$ cat config.mk
export PLATFORM = sky130hd
export DESIGN_NAME = lscb_status_counters
export DESIGN_NICKNAME = d
export VERILOG_FILES = /design/src/inc/lscb_pkg.sv /design/src/rtl/lscb_status_counters.sv
export VERILOG_INCLUDE_DIRS = /design/src /design/src/inc
export SDC_FILE = /design/constraint.sdc
export NUM_CORES = 1
export LEC_CHECK = 0
export BUFFER_PORTS_ARGS = -buffer_cell sky130_fd_sc_hd__buf_2
export CAP_MARGIN = 0
export CORE_MARGIN = 1.5
export CORE_UTILIZATION = 30
export DETAILED_ROUTE_END_ITERATION = 8
export RECOVER_POWER = 50
export SLEW_MARGIN = 30
export SYNTH_ARGS = -nofsm -noshare
export SYNTH_HDL_FRONTEND = slang
export SYNTH_SLANG_ARGS = --single-unit
$ cat constraint.sdc
create_clock -name ref_clk_i -period 5 [get_ports ref_clk_i]
set_input_delay 0.25 -clock ref_clk_i [delete_from_list [all_inputs] [get_ports ref_clk_i]]
set_output_delay 0.25 -clock ref_clk_i [all_outputs]
set_load 0.1 [all_outputs]
$ cat src/inc/lscb_defs.svh
// Offsets, field positions, encodings and widths for the status and counter block.
// Assumes inclusion by bare name from design files; definitions only.
`ifndef LSCB_DEFS_SVH
`define LSCB_DEFS_SVH
// Status word field positions
`define LSCB_BIT_CMD_DONE 15
`define LSCB_BIT_RX_DONE 14
`define LSCB_BIT_CU_INACT 13
`define LSCB_BIT_RU_HALT 12
`define LSCB_CU_STATE_LO 8
`define LSCB_CU_STATE_HI 10
`define LSCB_RU_STATE_LO 4
`define LSCB_RU_STATE_HI 7
`define LSCB_BIT_THROT 3
// Command word acknowledge bits and unit command fields, relative to upper half of the first long word
`define LSCB_ACK_CMD_DONE 15
`define LSCB_ACK_RX_DONE 14
`define LSCB_ACK_CU_INACT 13
`define LSCB_ACK_RU_HALT 12
`define LSCB_CU_CMD_LO 8
`define LSCB_CU_CMD_HI 10
`define LSCB_RU_CMD_LO 4
`define LSCB_RU_CMD_HI 6
// Start command code
`define LSCB_CMD_START 3'h1
// Byte offsets from the control block base (linear layout)
`define LSCB_OFS_STATUS 32'h0000_0000
`define LSCB_OFS_CMDLIST 32'h0000_0004
`define LSCB_OFS_RXAREA 32'h0000_0008
`define LSCB_OFS_CRC 32'h0000_000C
`define LSCB_OFS_ALN 32'h0000_0010
`define LSCB_OFS_RSC 32'h0000_0014
`define LSCB_OFS_OVR 32'h0000_0018
`define LSCB_OFS_CDT 32'h0000_001C
`define LSCB_OFS_SHRT 32'h0000_0020
// Counter select indices
`define LSCB_CNT_CRC 0
`define LSCB_CNT_ALN 1
`define LSCB_CNT_SHRT 2
`define LSCB_CNT_RSC 3
`define LSCB_CNT_OVR 4
`define LSCB_CNT_CDT 5
`define LSCB_NCNT 6
// Receive collision threshold in bytes
`define LSCB_MIN_CDT_BYTES 16'h0040
// Increment step and 16-bit pointer mask
`define LSCB_INC 32'h0000_0001
`define LSCB_PTR16_MASK 32'h0000_FFFF
`define LSCB_ZERO32 32'h0000_0000
`endif

$ cat src/inc/lscb_pkg.sv
// Types for the status and counter block.
// Assumes no other package; constants live in lscb_defs.svh.
package lscb_pkg;
  // Command unit state codes
  typedef enum logic [2:0] {
    LSCB_CU_IDLE = 3'h0,
    LSCB_CU_SUSP = 3'h1,
    LSCB_CU_ACTV = 3'h2
  } lscb_cu_t;
  // Receive unit state codes
  typedef enum logic [3:0] {
    LSCB_RU_IDLE = 4'h0,
    LSCB_RU_SUSP = 4'h1,
    LSCB_RU_NORES = 4'h2,
    LSCB_RU_READY = 4'h4,
    LSCB_RU_NORES_RBD = 4'hA,
    LSCB_RU_NO_RBD = 4'hC
  } lscb_ru_t;
  // Memory sequencer states, one-hot
  typedef enum logic [6:0] {
    LSCB_S_IDLE = 7'h01,
    LSCB_S_STW = 7'h02,
    LSCB_S_CMDR = 7'h04,
    LSCB_S_PCL = 7'h08,
    LSCB_S_PRX = 7'h10,
    LSCB_S_CRD = 7'h20,
    LSCB_S_CWR = 7'h40
  } lscb_state_t;
endpackage : lscb_pkg

$ cat src/rtl/lscb_status_counters.sv
// Status word writer, pointer fetch and memory-resident error counters.
// Assumes a simple bus master port with one-cycle request/ack handshake to shared memory,
// and that the receive and command units report events as one-cycle pulses.
`include "lscb_defs.svh"

module lscb_status_counters (
  // Clock, reset, enable
  input wire logic ref_clk_i,
  input wire logic nrst_i,
  input wire logic clk_en_i,
  // Mode straps
  input wire logic compat_mode_i,
  input wire logic linear_mode_i,
  input wire logic monitor_mode_i,
  input wire logic [31:0] ctrl_base_i,
  // Unit events and states
  input wire logic cmd_done_irq_i,
  input wire logic frame_done_i,
  input wire logic [2:0] cu_state_i,
  input wire logic [3:0] ru_state_i,
  input wire logic throttle_loaded_i,
  // Channel attention
  input wire logic chan_attn_i,
  // Per-frame receive report
  input wire logic frame_end_i,
  input wire logic frame_good_i,
  input wire logic frame_crc_err_i,
  input wire logic frame_misaligned_i,
  input wire logic frame_short_i,
  input wire logic frame_no_res_i,
  input wire logic frame_overrun_i,
  input wire logic frame_collision_i,
  input wire logic frame_in_preamble_i,
  input wire logic [15:0] frame_bytes_i,
  // Memory master
  output logic mem_req_o,
  output logic mem_we_o,
  output logic [31:0] mem_addr_o,
  output logic [31:0] mem_wdata_o,
  output logic mem_lock_o,
  input wire logic mem_ack_i,
  input wire logic [31:0] mem_rdata_i,
  // Results to the unit controllers
  output logic [15:0] status_word_o,
  output logic [31:0] cmd_list_ptr_o,
  output logic [31:0] rx_area_ptr_o,
  output logic cu_start_o,
  output logic ru_start_o,
  output logic cmd_word_cleared_o
);

  lscb_pkg::lscb_state_t state_r;
  logic cmd_done_flag_r;
  logic receive_done_flag_r;
  logic cmd_unit_inactive_flag_r;
  logic receive_unit_halted_flag_r;
  logic [2:0] cu_prev_r;
  logic [3:0] ru_prev_r;
  logic [`LSCB_NCNT-1:0] cnt_pend_r;
  logic [2:0] cnt_sel_r;
  logic [31:0] cnt_val_r;
  logic [31:0] cmd_word_r;
  logic attn_pend_r;
  logic status_dirty_r;
  logic [15:0] status_seen_r;
  logic overrun_prev_r;
  logic [31:0] cmd_list_ptr_r;
  logic [31:0] rx_area_ptr_r;
  logic cu_start_r;
  logic ru_start_r;
  logic cleared_r;
  logic [3:0] ack_take;
  logic [`LSCB_NCNT-1:0] cnt_new;
  logic [2:0] cnt_first;
  logic cnt_any;
  logic [2:0] cu_cmd;
  logic [2:0] ru_cmd;
  logic [2:0] cu_code;
  logic [3:0] ru_code;
  logic cu_left_active;
  logic ru_left_ready;
  logic sel_busy;
  logic idle_st;

  assign idle_st = (state_r == lscb_pkg::LSCB_S_IDLE);
  assign sel_busy = (state_r != lscb_pkg::LSCB_S_IDLE);

  // Command word fields as captured on channel attention
  assign cu_cmd = cmd_word_r[`LSCB_CU_CMD_HI+16:`LSCB_CU_CMD_LO+16];
  assign ru_cmd = cmd_word_r[`LSCB_RU_CMD_HI+16:`LSCB_RU_CMD_LO+16];
  // Acks apply only when the command read completes
  assign ack_take = (state_r == lscb_pkg::LSCB_S_CMDR && mem_ack_i) ?
                    {mem_rdata_i[`LSCB_ACK_CMD_DONE+16], mem_rdata_i[`LSCB_ACK_RX_DONE+16],
                     mem_rdata_i[`LSCB_ACK_CU_INACT+16], mem_rdata_i[`LSCB_ACK_RU_HALT+16]} :
                    4'h0;

  // Filter unused command unit codes to idle
  always_comb begin
    case (cu_state_i)
      lscb_pkg::LSCB_CU_SUSP: cu_code = lscb_pkg::LSCB_CU_SUSP;
      lscb_pkg::LSCB_CU_ACTV: cu_code = lscb_pkg::LSCB_CU_ACTV;
      default: cu_code = lscb_pkg::LSCB_CU_IDLE;
    endcase
  end

  // Legal receive codes only; extended ones hidden in compatibility
  always_comb begin
    case (ru_state_i)
      lscb_pkg::LSCB_RU_SUSP: ru_code = lscb_pkg::LSCB_RU_SUSP;
      lscb_pkg::LSCB_RU_NORES: ru_code = lscb_pkg::LSCB_RU_NORES;
      lscb_pkg::LSCB_RU_READY: ru_code = lscb_pkg::LSCB_RU_READY;
      lscb_pkg::LSCB_RU_NORES_RBD:
        ru_code = compat_mode_i ? lscb_pkg::LSCB_RU_NORES : lscb_pkg::LSCB_RU_NORES_RBD;
      lscb_pkg::LSCB_RU_NO_RBD:
        ru_code = compat_mode_i ? lscb_pkg::LSCB_RU_READY : lscb_pkg::LSCB_RU_NO_RBD;
      default: ru_code = lscb_pkg::LSCB_RU_IDLE;
    endcase
  end

  assign cu_left_active = (cu_prev_r == lscb_pkg::LSCB_CU_ACTV) &&
                          (cu_code != lscb_pkg::LSCB_CU_ACTV);
  assign ru_left_ready = (ru_prev_r == lscb_pkg::LSCB_RU_READY) &&
                         (ru_code != lscb_pkg::LSCB_RU_READY);

  // Unit state history for edge detection
  always_ff @(posedge ref_clk_i) begin
    if (!nrst_i) begin
      cu_prev_r <= lscb_pkg::LSCB_CU_IDLE;
      ru_prev_r <= lscb_pkg::LSCB_RU_IDLE;
    end else if (clk_en_i) begin
      cu_prev_r <= cu_code;
      ru_prev_r <= ru_code;
    end
  end

  always_ff @(posedge ref_clk_i) begin
    if (!nrst_i) begin
      cmd_done_flag_r <= 1'b0;
      receive_done_flag_r <= 1'b0;
      cmd_unit_inactive_flag_r <= 1'b0;
      receive_unit_halted_flag_r <= 1'b0;
    end else if (clk_en_i) begin
      cmd_done_flag_r <= cmd_done_irq_i | (cmd_done_flag_r & ~ack_take[3]);
      receive_done_flag_r <= frame_done_i | (receive_done_flag_r & ~ack_take[2]);
      cmd_unit_inactive_flag_r <= cu_left_active | (cmd_unit_inactive_flag_r & ~ack_take[1]);
      receive_unit_halted_flag_r <= ru_left_ready | (receive_unit_halted_flag_r & ~ack_take[0]);
    end
  end

  // Status word assembly, throttle bit hidden in compatibility
  always_comb begin
    status_word_o = 16'h0000;
    status_word_o[`LSCB_BIT_CMD_DONE] = cmd_done_flag_r;
    status_word_o[`LSCB_BIT_RX_DONE] = receive_done_flag_r;
    status_word_o[`LSCB_BIT_CU_INACT] = cmd_unit_inactive_flag_r;
    status_word_o[`LSCB_BIT_RU_HALT] = receive_unit_halted_flag_r;
    status_word_o[`LSCB_CU_STATE_HI:`LSCB_CU_STATE_LO] = cu_code;
    status_word_o[`LSCB_RU_STATE_HI:`LSCB_RU_STATE_LO] = ru_code;
    status_word_o[`LSCB_BIT_THROT] = throttle_loaded_i & ~compat_mode_i;
  end

  // Status needs a memory write whenever any field changes; comparing the whole word
  // also catches the throttle bit and mode changes, which raise no event of their own
  always_ff @(posedge ref_clk_i) begin
    if (!nrst_i) begin
      status_seen_r <= 16'h0000;
      status_dirty_r <= 1'b0;
    end else if (clk_en_i) begin
      status_seen_r <= status_word_o;
      if (status_word_o != status_seen_r) begin
        status_dirty_r <= 1'b1;
      end else if (state_r == lscb_pkg::LSCB_S_STW && mem_ack_i) begin
        status_dirty_r <= 1'b0;
      end
    end
  end

  // Channel attention latch; an attention during a pass is kept for later, except one that comes before the command read ack, which that ack clears
  always_ff @(posedge ref_clk_i) begin
    if (!nrst_i) begin
      attn_pend_r <= 1'b0;
    end else if (clk_en_i) begin
      if (chan_attn_i) begin
        attn_pend_r <= 1'b1;
      end else if (state_r == lscb_pkg::LSCB_S_CMDR && mem_ack_i) begin
        attn_pend_r <= 1'b0;
      end
    end
  end

  // Which counters apply to a finished frame
  always_comb begin
    cnt_new = '0;
    if (frame_end_i && !frame_in_preamble_i) begin
      cnt_new[`LSCB_CNT_CRC] = frame_crc_err_i & ~frame_misaligned_i;
      cnt_new[`LSCB_CNT_ALN] = frame_crc_err_i & frame_misaligned_i;
      cnt_new[`LSCB_CNT_SHRT] = frame_short_i |
        (frame_collision_i && frame_bytes_i < `LSCB_MIN_CDT_BYTES);
      // Resource drops, or every frame in monitor mode
      cnt_new[`LSCB_CNT_RSC] = monitor_mode_i |
        (frame_good_i & frame_no_res_i & (ru_code == lscb_pkg::LSCB_RU_NORES ||
         ru_code == lscb_pkg::LSCB_RU_NORES_RBD));
      // First frame of an overrun episode only
      cnt_new[`LSCB_CNT_OVR] = frame_overrun_i & ~overrun_prev_r;
      cnt_new[`LSCB_CNT_CDT] = frame_collision_i && frame_bytes_i >= `LSCB_MIN_CDT_BYTES;
    end
  end

  // Overrun episode tracking over consecutive frames
  always_ff @(posedge ref_clk_i) begin
    if (!nrst_i) begin
      overrun_prev_r <= 1'b0;
    end else if (clk_en_i && frame_end_i) begin
      overrun_prev_r <= frame_overrun_i;
    end
  end

  // Lowest pending counter is serviced first
  always_comb begin
    cnt_first = 3'h0;
    cnt_any = 1'b0;
    for (int i = `LSCB_NCNT - 1; i >= 0; i--) begin
      if (cnt_pend_r[i]) begin
        cnt_first = 3'(i);
        cnt_any = 1'b1;
      end
    end
  end

  // Pending set per counter; a new frame merges with work in flight
  always_ff @(posedge ref_clk_i) begin
    if (!nrst_i) begin
      cnt_pend_r <= '0;
    end else if (clk_en_i) begin
      if (state_r == lscb_pkg::LSCB_S_CWR && mem_ack_i) begin
        cnt_pend_r <= (cnt_pend_r & ~(`LSCB_NCNT'(1) << cnt_sel_r)) | cnt_new;
      end else begin
        cnt_pend_r <= cnt_pend_r | cnt_new;
      end
    end
  end

  // Counter offset lookup
  function automatic logic [31:0] lscb_cnt_ofs(input logic [2:0] sel);
    case (sel)
      `LSCB_CNT_CRC: lscb_cnt_ofs = `LSCB_OFS_CRC;
      `LSCB_CNT_ALN: lscb_cnt_ofs = `LSCB_OFS_ALN;
      `LSCB_CNT_SHRT: lscb_cnt_ofs = `LSCB_OFS_SHRT;
      `LSCB_CNT_RSC: lscb_cnt_ofs = `LSCB_OFS_RSC;
      `LSCB_CNT_OVR: lscb_cnt_ofs = `LSCB_OFS_OVR;
      default: lscb_cnt_ofs = `LSCB_OFS_CDT;
    endcase
  endfunction : lscb_cnt_ofs

  // Memory sequencer; attention first, then counters, then status write-back
  always_ff @(posedge ref_clk_i) begin
    if (!nrst_i) begin
      state_r <= lscb_pkg::LSCB_S_IDLE;
      cnt_sel_r <= 3'h0;
    end else if (clk_en_i) begin
      case (state_r)
        lscb_pkg::LSCB_S_IDLE: begin
          if (attn_pend_r) begin
            state_r <= lscb_pkg::LSCB_S_CMDR;
          end else if (cnt_any) begin
            cnt_sel_r <= cnt_first;
            state_r <= lscb_pkg::LSCB_S_CRD;
          end else if (status_dirty_r) begin
            state_r <= lscb_pkg::LSCB_S_STW;
          end
        end
        lscb_pkg::LSCB_S_CMDR: begin
          if (mem_ack_i) begin
            state_r <= lscb_pkg::LSCB_S_STW;
          end
        end
        lscb_pkg::LSCB_S_STW: begin
          if (mem_ack_i) begin
            if (cu_cmd == `LSCB_CMD_START) begin
              state_r <= lscb_pkg::LSCB_S_PCL;
            end else if (ru_cmd == `LSCB_CMD_START) begin
              state_r <= lscb_pkg::LSCB_S_PRX;
            end else begin
              state_r <= lscb_pkg::LSCB_S_IDLE;
            end
          end
        end
        lscb_pkg::LSCB_S_PCL: begin
          if (mem_ack_i) begin
            state_r <= (ru_cmd == `LSCB_CMD_START) ? lscb_pkg::LSCB_S_PRX : lscb_pkg::LSCB_S_IDLE;
          end
        end
        lscb_pkg::LSCB_S_PRX: begin
          if (mem_ack_i) begin
            state_r <= lscb_pkg::LSCB_S_IDLE;
          end
        end
        // Read then write back under lock
        lscb_pkg::LSCB_S_CRD: begin
          if (mem_ack_i) begin
            state_r <= lscb_pkg::LSCB_S_CWR;
          end
        end
        lscb_pkg::LSCB_S_CWR: begin
          if (mem_ack_i) begin
            state_r <= lscb_pkg::LSCB_S_IDLE;
          end
        end
        default: state_r <= lscb_pkg::LSCB_S_IDLE;
      endcase
    end
  end

  // Captured value plus one, wrapping at 32 bits
  always_ff @(posedge ref_clk_i) begin
    if (!nrst_i) begin
      cnt_val_r <= `LSCB_ZERO32;
    end else if (clk_en_i && state_r == lscb_pkg::LSCB_S_CRD && mem_ack_i) begin
      cnt_val_r <= mem_rdata_i + `LSCB_INC;
    end
  end

  // Command word capture; status write-back clears it in memory
  always_ff @(posedge ref_clk_i) begin
    if (!nrst_i) begin
      cmd_word_r <= `LSCB_ZERO32;
    end else if (clk_en_i) begin
      if (state_r == lscb_pkg::LSCB_S_CMDR && mem_ack_i) begin
        cmd_word_r <= mem_rdata_i;
      end else if (idle_st) begin
        cmd_word_r <= `LSCB_ZERO32;
      end
    end
  end

  // Pointer capture, masked to 16 bits unless linear mode
  always_ff @(posedge ref_clk_i) begin
    if (!nrst_i) begin
      cmd_list_ptr_r <= `LSCB_ZERO32;
      rx_area_ptr_r <= `LSCB_ZERO32;
      cu_start_r <= 1'b0;
      ru_start_r <= 1'b0;
      cleared_r <= 1'b0;
    end else if (clk_en_i) begin
      cu_start_r <= 1'b0;
      ru_start_r <= 1'b0;
      // Pulse once a captured first long word, nonzero in either half, is written back with its command half zero
      cleared_r <= (state_r == lscb_pkg::LSCB_S_STW) && mem_ack_i && (cmd_word_r != `LSCB_ZERO32);
      if (state_r == lscb_pkg::LSCB_S_PCL && mem_ack_i) begin
        cmd_list_ptr_r <= linear_mode_i ? mem_rdata_i : (mem_rdata_i & `LSCB_PTR16_MASK);
        cu_start_r <= 1'b1;
      end
      if (state_r == lscb_pkg::LSCB_S_PRX && mem_ack_i) begin
        rx_area_ptr_r <= linear_mode_i ? mem_rdata_i : (mem_rdata_i & `LSCB_PTR16_MASK);
        ru_start_r <= 1'b1;
      end
    end
  end

  // Bus request decode; request holds until acknowledged
  always_comb begin
    mem_req_o = sel_busy;
    mem_we_o = 1'b0;
    mem_addr_o = ctrl_base_i;
    mem_wdata_o = `LSCB_ZERO32;
    // Lock spans both halves of the counter update
    mem_lock_o = (state_r == lscb_pkg::LSCB_S_CRD) || (state_r == lscb_pkg::LSCB_S_CWR);
    case (state_r)
      lscb_pkg::LSCB_S_STW: begin
        // Status low half, command half written as zero
        mem_we_o = 1'b1;
        mem_addr_o = ctrl_base_i + `LSCB_OFS_STATUS;
        mem_wdata_o = {16'h0000, status_word_o};
      end
      lscb_pkg::LSCB_S_CMDR: mem_addr_o = ctrl_base_i + `LSCB_OFS_STATUS;
      lscb_pkg::LSCB_S_PCL: mem_addr_o = ctrl_base_i + `LSCB_OFS_CMDLIST;
      lscb_pkg::LSCB_S_PRX: mem_addr_o = ctrl_base_i + `LSCB_OFS_RXAREA;
      lscb_pkg::LSCB_S_CRD: mem_addr_o = ctrl_base_i + lscb_cnt_ofs(cnt_sel_r);
      lscb_pkg::LSCB_S_CWR: begin
        mem_we_o = 1'b1;
        mem_addr_o = ctrl_base_i + lscb_cnt_ofs(cnt_sel_r);
        mem_wdata_o = cnt_val_r;
      end
      default: mem_req_o = 1'b0;
    endcase
  end

  assign cmd_list_ptr_o = cmd_list_ptr_r;
  assign rx_area_ptr_o = rx_area_ptr_r;
  assign cu_start_o = cu_start_r;
  assign ru_start_o = ru_start_r;
  assign cmd_word_cleared_o = cleared_r;

endmodule : lscb_status_counters

Word level (Yosys, flattened, before mapping)
Cells that the tools add are included.
{"block": "word_totals", "reg_bits": 173, "input_bits": 107, "output_inout_bits": 150, "word_cells": 168}
{"block": "classes", "n_addsub": 5, "order_cmp": 2, "eq_ne": 34, "shifts": 1, "muxes": 46, "bitwise_logic": 28, "reduce_logical": 32}
{"operator": "$mux 32", "count": 5}
{"operator": "$pmux 32 s4", "count": 1}
{"operator": "$add 32x32->32", "count": 2}
{"operator": "$pmux 32 s2", "count": 1}
{"operator": "$mux 7", "count": 8}
{"operator": "$pmux 7 s6", "count": 1}
{"operator": "$add 32x1->32 const B", "count": 1}
{"operator": "$add 32x3->32 const B", "count": 1}
{"operator": "$add 32x4->32 const B", "count": 1}
{"operator": "$reduce_bool 32->1", "count": 1}
{"operator": "$pmux 6 s5", "count": 1}
{"operator": "$pmux 4 s5", "count": 1}
{"operator": "$mux 3", "count": 6}
{"operator": "$ge 16x7->1 const B", "count": 1}
{"operator": "$lt 16x7->1 const B", "count": 1}
{"operator": "$logic_and 1x1->1", "count": 14}
{"operator": "$mux 1", "count": 14}
{"operator": "$eq 3x1->1 const B", "count": 4}
{"operator": "$eq 3x2->1 const B", "count": 4}
{"operator": "$eq 4x4->1 const B", "count": 3}
{"operator": "$mux 4", "count": 3}
{"operator": "$mux 6", "count": 2}
{"operator": "$ne 12x12->1", "count": 1}
{"operator": "$or 6x6->6", "count": 2}
{"operator": "other kinds (34)", "count": 69}

Logic depth before layout (Yosys ltp)
Gate-level depths: netlist (run 1).
{"block": "logic_depth", "depth_word": 9, "depth_mapped": 13, "depth_no_buf": 10}

Worst setup path after synthesis (run 1)
Ideal clock, no wire load.
{"block": "synth_timing", "path_type": "flip-flop to output port", "startpoint": "register state_r[5]", "endpoint": "output mem_addr_o[5]", "t_arrival_ns": 6.155, "required_time_ns": 4.750, "slack_ns": -1.405, "stages_incl_launch_ff": 10, "n_path_buf": 2, "cell_sequence": "dfxtp_1 clkbuf_1 xor2_1 and3_1 clkbuf_1 o21a_1 ha_1 a211oi_1 nor2_1 o311ai_0"}
{"block": "synth_via", "elab_chain_len": 2, "word_cells_on_any_way": 5, "cone_classes": "eq/ne: 4; mux: 1"}
{"item": "start: declaration", "line": "lscb_status_counters.sv:52", "rtl": "lscb_pkg::lscb_state_t state_r;"}
{"item": "start signal: assignment", "line": "lscb_status_counters.sv:258", "rtl": "state_r <= lscb_pkg::LSCB_S_IDLE;"}
{"item": "start signal: assignment", "line": "lscb_status_counters.sv:264", "rtl": "state_r <= lscb_pkg::LSCB_S_CMDR;"}
{"item": "start signal: assignment", "line": "lscb_status_counters.sv:267", "rtl": "state_r <= lscb_pkg::LSCB_S_CRD;"}
{"item": "$eq 7x7->1, or another cell as far along", "line": "lscb_status_counters.sv:368", "rtl": "case (state_r)"}
{"item": "$pmux 32 s4 (*)", "line": "lscb_status_counters.sv:368"}
{"item": "end: declaration", "line": "lscb_status_counters.sv:38", "rtl": "output logic [31:0] mem_addr_o,"}
Mark *: on every way between the ends. The rest lies on a longest branch, timed or not.

Final worst setup path (run 1)
{"block": "layout_timing", "startpoint": "register state_r[1]", "endpoint": "output mem_addr_o[16]"}
Same word-level chain as after synthesis.

==> flow_summary.toml, run 1 <==
[run_status]
status = "finished, violations left"
violations = "max-capacitance violations, max-slew violations"

[clocking]
clock-root-buffer = "clkbuf_16"
htreeDepth = 4
cts_made_buffers = 17
post-cts-setup-buffer-count = 0
clk_pin_slew_ns = 0.06
cts.sinks = 165
cts_tree = "yes"
cts_buffer_depth = 2
post_cts_resized = 0
ctsHoldBuffers = 0
clkLatencyLatePin_ns = 0.43

[critical_path]
crit_fanout = 13
r2r_cells = 6
cp_slowest_cell = "dfxtp_1"
path_depth = 11
start_kind = "register"
path_class = "register to output pin"
worstPathCellList = "nor3_1 -> and3_1 -> o211ai_1 -> ha_1 -> fa_1 -> a21o_1 -> a21oi_1 -> o22ai_2 -> nand4_1 -> xnor2_1 -> buf_2"
crit_family = "simple AND/OR/NAND/NOR gates"
cp.buffers_inverters = 1
required_ns = 4.75
crit_path_max_incr_delay_ns = 0.46
endpoint_kind = "output pin"
critical_path_arrival_ns = 3.69

[grt]
antenna_found_initial = 2
grt_max_degree = 84
grt_pass1_vias = 7517
overflow = 0
gr-usage-all-layers_pct = 18.0
grt_pass1_wl_microns = 41100

[job]
drv_cap = 2

[synthesis]
synth_largest_area_cell = "dfxtp_1"
synth_area_leaders = "dfxtp_1 (40%), nand2_1 (6.4%), a21oi_1 (5.8%)"
syn-cell-area_sq_um = 8290
postSynth.asyncResetShare_pct = 0
synth.top_cell.area_share_pct = 39.8
yosysWarnings = 0
synth-main-ff-cell = "dfxtp_1"
avgSynthCellArea_sq_um = 8.06
yosysMostFrequentCell = "dfxtp_1"
synth_seq_area_share_pct = 39.8
synth_commonest_cells = "dfxtp_1 (165), nand2_1 (141), a21oi_1 (96), nor2_1 (80), clkbuf_1 (70)"
synth.distinct_cells = 65
synth_edf_count = 0
synth-seq-cells = 165
synth_cells = 1029

[worst_hold_path]
hold_path_class = "input pin to register"
holdPathStages = 3

[floorplan]
initial_utilization_pct = 30.7
pin_count = 257
die_h_microns = 169
coreArea_sq_um = 27000
rows = 60
die_x_microns = 169
dieArea_sq_um = 28700

[placed_design]
dp_hpwl_microns = 18600
routabilityCongestion = 0.823
portBuffers = 241

[sta]
hold_violations = 0
relSlewSlack_pct = -16.6
max_freq_mhz = 254
fin_setup_tns_ns = 0
worst_pin_slew_ns = 1.75
setup_violations = 0
maxSlewViolCount = 64
grt_setup_unrepaired = "no"
final.period_utilization_pct = 78.9
fin_skew_ns = 0.0121
period_needed_ns = 3.94

[power_and_ir_drop]
power-per-cell-area_nw_per_um2 = 307
total_power_w = 0.00309
p_leak_nw = 3.77
ir_worst_vdd_uv = 174

[detailed_routing]
drc_errors = 0
ant_nets = 0
num_vias = 8090
wl_per_cell_microns = 16.7
drt-initial-drc-count = 662
viasPerCell = 5.18
drt_first_pass_iters = 6
drt-total-wl_microns = 26000

[final_layout]
synthToLayoutAreaGrowth_pct = 21.3
nets = 1321
n_fill_cell = 2866
fin_util_pct = 37.2
drive_gt1_share_pct = 17.9
-- kinds of logic (layout without fill, tap and decap cells) --
family                   after synthesis  in the layout  synth area share (%)
AND/OR/NAND/NOR                      448            448                  27.6
AO/OA/AOI/OAI                        223            223                  16.9
flip-flops                           165            165                  39.8
buffers and inverters                104            291                  5.52
XOR/XNOR                              63             63                  6.65
multiplexers                          18             18                  2.23
adder cells (fa/ha/maj)                7              7                  1.15
other                                  1              6                0.0452
-- final cells by class --
class,instances,area [sq um],area share [%]
Inverter,9,36.3,0.361
Antenna cell,1,2.50,0.0249
Tap cell,341,427,4.24
Multi-Input combinational cell,764,4560,45.3
Timing Repair Buffer,250,1190,11.8
Sequential cell,165,3300,32.8
Clock inverter,12,91.3,0.908
Clock buffer,20,457,4.54
-- per-layer routing --
layer	up-vias	share of wire (%)	track usage, %
met5	-	0.042	0
met4	2	1.3	4.58
met3	29	6.0	3.96
met2	270	47	30.4
met1	3800	45	23.2
li1	3989	-	-
-- flip-flops by register name (all words and copies together) (netlist names), 3 cells and up --
signal and flops:
cnt_val_r 32, cnt_pend_r 6, cnt_sel_r 3, cmd_word_r 32, status_seen_r 8, ru_prev_r 3, state_r 7, cmd_list_ptr_o 32
rx_area_ptr_o 32
-- worst reg2reg max path, delay by kind of cell, from the launching register on --
kind                   cells  cell delay (ns)
AOI/OAI and AO/OA          1             0.24
DFF                        1             0.42
buffers and inverters      1             1.19
and+or+nand+nor            4             1.51
-- worst paths after layout --
kind	from	to	slack, ns
hold / removal	cmd_done_irq_i	cmd_done_flag_r$_SDFFE_PN0P_	0.09
setup reg to reg	state_r[5]$_SDFFE_PN0P_	cmd_unit_inactive_flag_r$_SDFFE_PN0P_	1.49
setup / recovery	state_r[1]$_SDFFE_PN0P_	mem_addr_o[16]	1.06
hold reg to reg	rx_area_ptr_o[1]$_SDFFE_PN0P_	rx_area_ptr_o[1]$_SDFFE_PN0P_	0.45
-- power breakdown --
| group | internal [W] | leakage, nW | switching [W] | total [W] |
|---|---|---|---|---|
| Clock | 0.000670 | 0.268 | 0.000577 | 0.00125 |
| Sequential | 0.00133 | 1.33 | 0.0000283 | 0.00136 |
| Combinational | 0.000130 | 2.17 | 0.000354 | 0.000484 |
-- metrics by stage --
stage / cell area [sq um] / hold WS (ns) / worst slack (ns) / std cells
after detailed placement: 9630 / 0.444 / 1.47 / 1529
after floorplan: 8320 / 0.386 / 0.0288 / 1033
after CTS: 10200 / 0.0654 / 0.998 / 1561
final: 10100 / 0.0857 / 1.06 / 1562
after global placement: 9600 / 0.439 / 1.30 / 1528
after global routing: 10100 / 0.0898 / 0.792 / 1562
-- cells in the final DEF (no fill, tap or decap), types with 7 or more instances in the layout --
master / count
inv_1: 8
and3_1: 14
nor2_1: 80
a22o_1: 12
clkbuf_16: 17
and4_1: 13
a22oi_1: 32
dfxtp_1: 165
mux2i_1: 17
nor4_1: 22
nand2_1: 141
nand2b_1: 7
nor3_1: 10
xor2_1: 20
o21ai_0: 34
buf_2: 161
xnor2_1: 43
a21oi_1: 95
a211oi_1: 15
and2_1: 30
clkbuf_1: 82
nor3b_1: 9
nand4_1: 29
nand3_1: 62
(Power assumes the default switching activity.)
==> inputs of run 2 (changes only) <==
clock period = 3.6 ns   (was 5 ns; I/O delays follow)
==> run 2 against run 1 <==
Net effect: the flow still finishes with violations (max-capacitance violations, max-slew violations); flip-flop and latch count did not move; via count rose by 0.67%; die area did not move; sequential power rose by 37%; wire length rose by 1.8%; combinational power rose by 67%; register-to-register slack got worse by 0.47 ns; global-route usage rose by 0.33 points; sequential share of layout area fell by 2.9 points; critical path depth did not move; clock skew rose by 0.0050 ns; critical path type unchanged; critical endpoint is now mem_addr_o[28]; largest power group is now clock.
==> flow_summary.toml, run 2 (synthesis results as in run 1) <==
[sta]
worst_pin_slew_ns = 2.72
grt_setup_unrepaired = "yes"
period_needed_ns = 3.39
fin_skew_ns = 0.0171
finalWorstSetupSlack_ns = 0.208
maxSlewViolCount = 84
final.period_utilization_pct = 94.2
relSlewSlack_pct = -81.7
setup_violations = 0
hold_violations = 0
max_freq_mhz = 295

[detailed_routing]
viasPerCell = 5.18
ant_nets = 0
drc_errors = 0
num_vias = 8144
drt-total-wl_microns = 26500
wl_per_cell_microns = 16.9
drt-initial-drc-count = 596
drt_first_pass_iters = 5

[floorplan]
die_h_microns = 169
rows = 60
pin_count = 257
initial_utilization_pct = 30.7
die_x_microns = 169
dieArea_sq_um = 28700
coreArea_sq_um = 27000

[worst_hold_path]
hold_path_class = "input pin to register"
hp-start = "frame_end_i"
holdPathStages = 3

[clocking]
cts.sinks = 165
clock-root-buffer = "clkbuf_16"
cts_made_buffers = 17
cts_tree = "yes"
clkLatencyLatePin_ns = 0.44
cts_buffer_depth = 2
clk_pin_slew_ns = 0.08
htreeDepth = 4

[final_layout]
seq_area_sq_um = 3300
drive_gt1_share_pct = 21.6
layout_common_cells = "dfxtp_1 (164), nand2_1 (141), buf_2 (137), a21oi_1 (95), nor2_1 (79)"
nets = 1330
layout_commonest_cell = "dfxtp_1"
multi_input_area_sq_um = 5050
n_fill_cell = 2783
synthToLayoutAreaGrowth_pct = 33.3

[grt]
grt_pass1_wl_microns = 41700
grt_max_degree = 84
overflow = 0
grt_pass1_vias = 7585
gr-usage-all-layers_pct = 18.3
antenna_found_initial = 1

[critical_path]
rr_startpoint = "state_r[2]$_SDFFE_PN0P_"
r2r_setup_slack_ns = 1.02
endpoint_kind = "output pin"
path_class = "register to output pin"
critical_path_arrival_ns = 3.21
critPathLaunch = "state_r[4]$_SDFFE_PN0P_"
crit_path_end = "mem_addr_o[28]"
required_ns = 3.42
r2r_end = "rx_area_ptr_o[0]$_SDFFE_PN0P_"
r2r_cells = 7
crit_fanout = 13
start_kind = "register"

[placed_design]
portBuffers = 241
dp_hpwl_microns = 19000
routabilityCongestion = 0.835
dp_slack_ns = 0.236

[run_status]
violations = "max-capacitance violations, max-slew violations"
status = "finished, violations left"

[power_and_ir_drop]
ir_worst_vdd_uv = 396
total_power_w = 0.00460
p_leak_nw = 4.19
power-per-cell-area_nw_per_um2 = 416

[job]
drv_cap = 1
## run 2: changes by cell type in the layout (fill, tap and decap cells not counted), moves of 4 or more
| cell | delta |
|---|---|
| buf_12 | +25 |
| buf_2 | -24 |
| xnor2_1 | -23 |
| xnor2_4 | +17 |
| buf_4 | +9 |
| xnor2_2 | +6 |
| inv_8 | +5 |
| clkbuf_1 | -4 |
| clkinv_8 | +4 |
| nor3b_1 | -4 |
| nor3b_2 | +4 |
## run 2: routing by layer
layer / track usage (%) / part of all wire, % / vias to the layer above
met4: 3.92 / 0.97 / 0
met2: 30.8 / 48 / 249
met1: 23.7 / 45 / 3854
li1: - / - / 4022
met5: 0 / 0 / -
met3: 4.59 / 6.4 / 19
## run 2: worst min path at each step
stage                                                end  slack, ns
after floorplan           cmd_list_ptr_o[0]$_SDFFE_PN0P_       0.32
after global placement                     mem_addr_o[1]       0.36
after detailed placement                   mem_addr_o[1]       0.36
after CTS                    overrun_prev_r$_SDFFE_PN0P_      0.005
after global routing            attn_pend_r$_SDFFE_PN0P_       0.01
final                        overrun_prev_r$_SDFFE_PN0P_       0.01
## run 2: critical path: stages, from the launching register on
cell      delay (ns)
dfxtp_1         0.39
nor3_4          0.19
and3_2          0.26
o211ai_1        0.10
ha_1            0.24
fa_1            0.42
a21o_1          0.18
a21oi_1         0.23
o22ai_4         0.18
nand4_1         0.24
xnor2_4         0.15
buf_12          0.19
## run 2: power by group
group / internal, W / leakage, nW / switching (W)
clock: 0.00102 / 0.302 / 0.000908
sequential: 0.00184 / 1.33 / 0.0000199
combinational: 0.000263 / 2.56 / 0.000547
total: 0.00312 / 4.19 / 0.00147
## run 2: timing repair
item                                    4_1_cts  5_1_grt
setup buffers                                 0        0
gates resized for setup                       3        6
endpoints found under the hold margin         1        0
pin swaps                                     0        3
endpoints found under the setup margin       26       26
hold buffers                                  1        0
## run 2: layout make-up
cell class / count / area share, %
Tap cell: 341 / 3.86
Sequential cell: 165 / 29.9
Clock buffer: 17 / 3.85
Clock inverter: 15 / 1.82
Inverter: 9 / 0.305
Multi-Input combinational cell: 764 / 45.6
Timing Repair Buffer: 259 / 14.6
Antenna cell: 1 / 0.0226
## run 2: stage by stage
stage | utilization, % | instance area, sq um | std cells | hold slack (ns) | setup TNS [ns]
CTS | 41.2 | 11100 | 1570 | 0.00525 | 0
finish | 40.9 | 11100 | 1571 | 0.0122 | 0
floorplan | - | 8760 | 1033 | 0.316 | -0.157
global placement | 38.8 | 10500 | 1537 | 0.361 | 0
global route | 40.9 | 11100 | 1570 | 0.0143 | -0.00159
detailed placement | 38.8 | 10500 | 1537 | 0.361 | 0
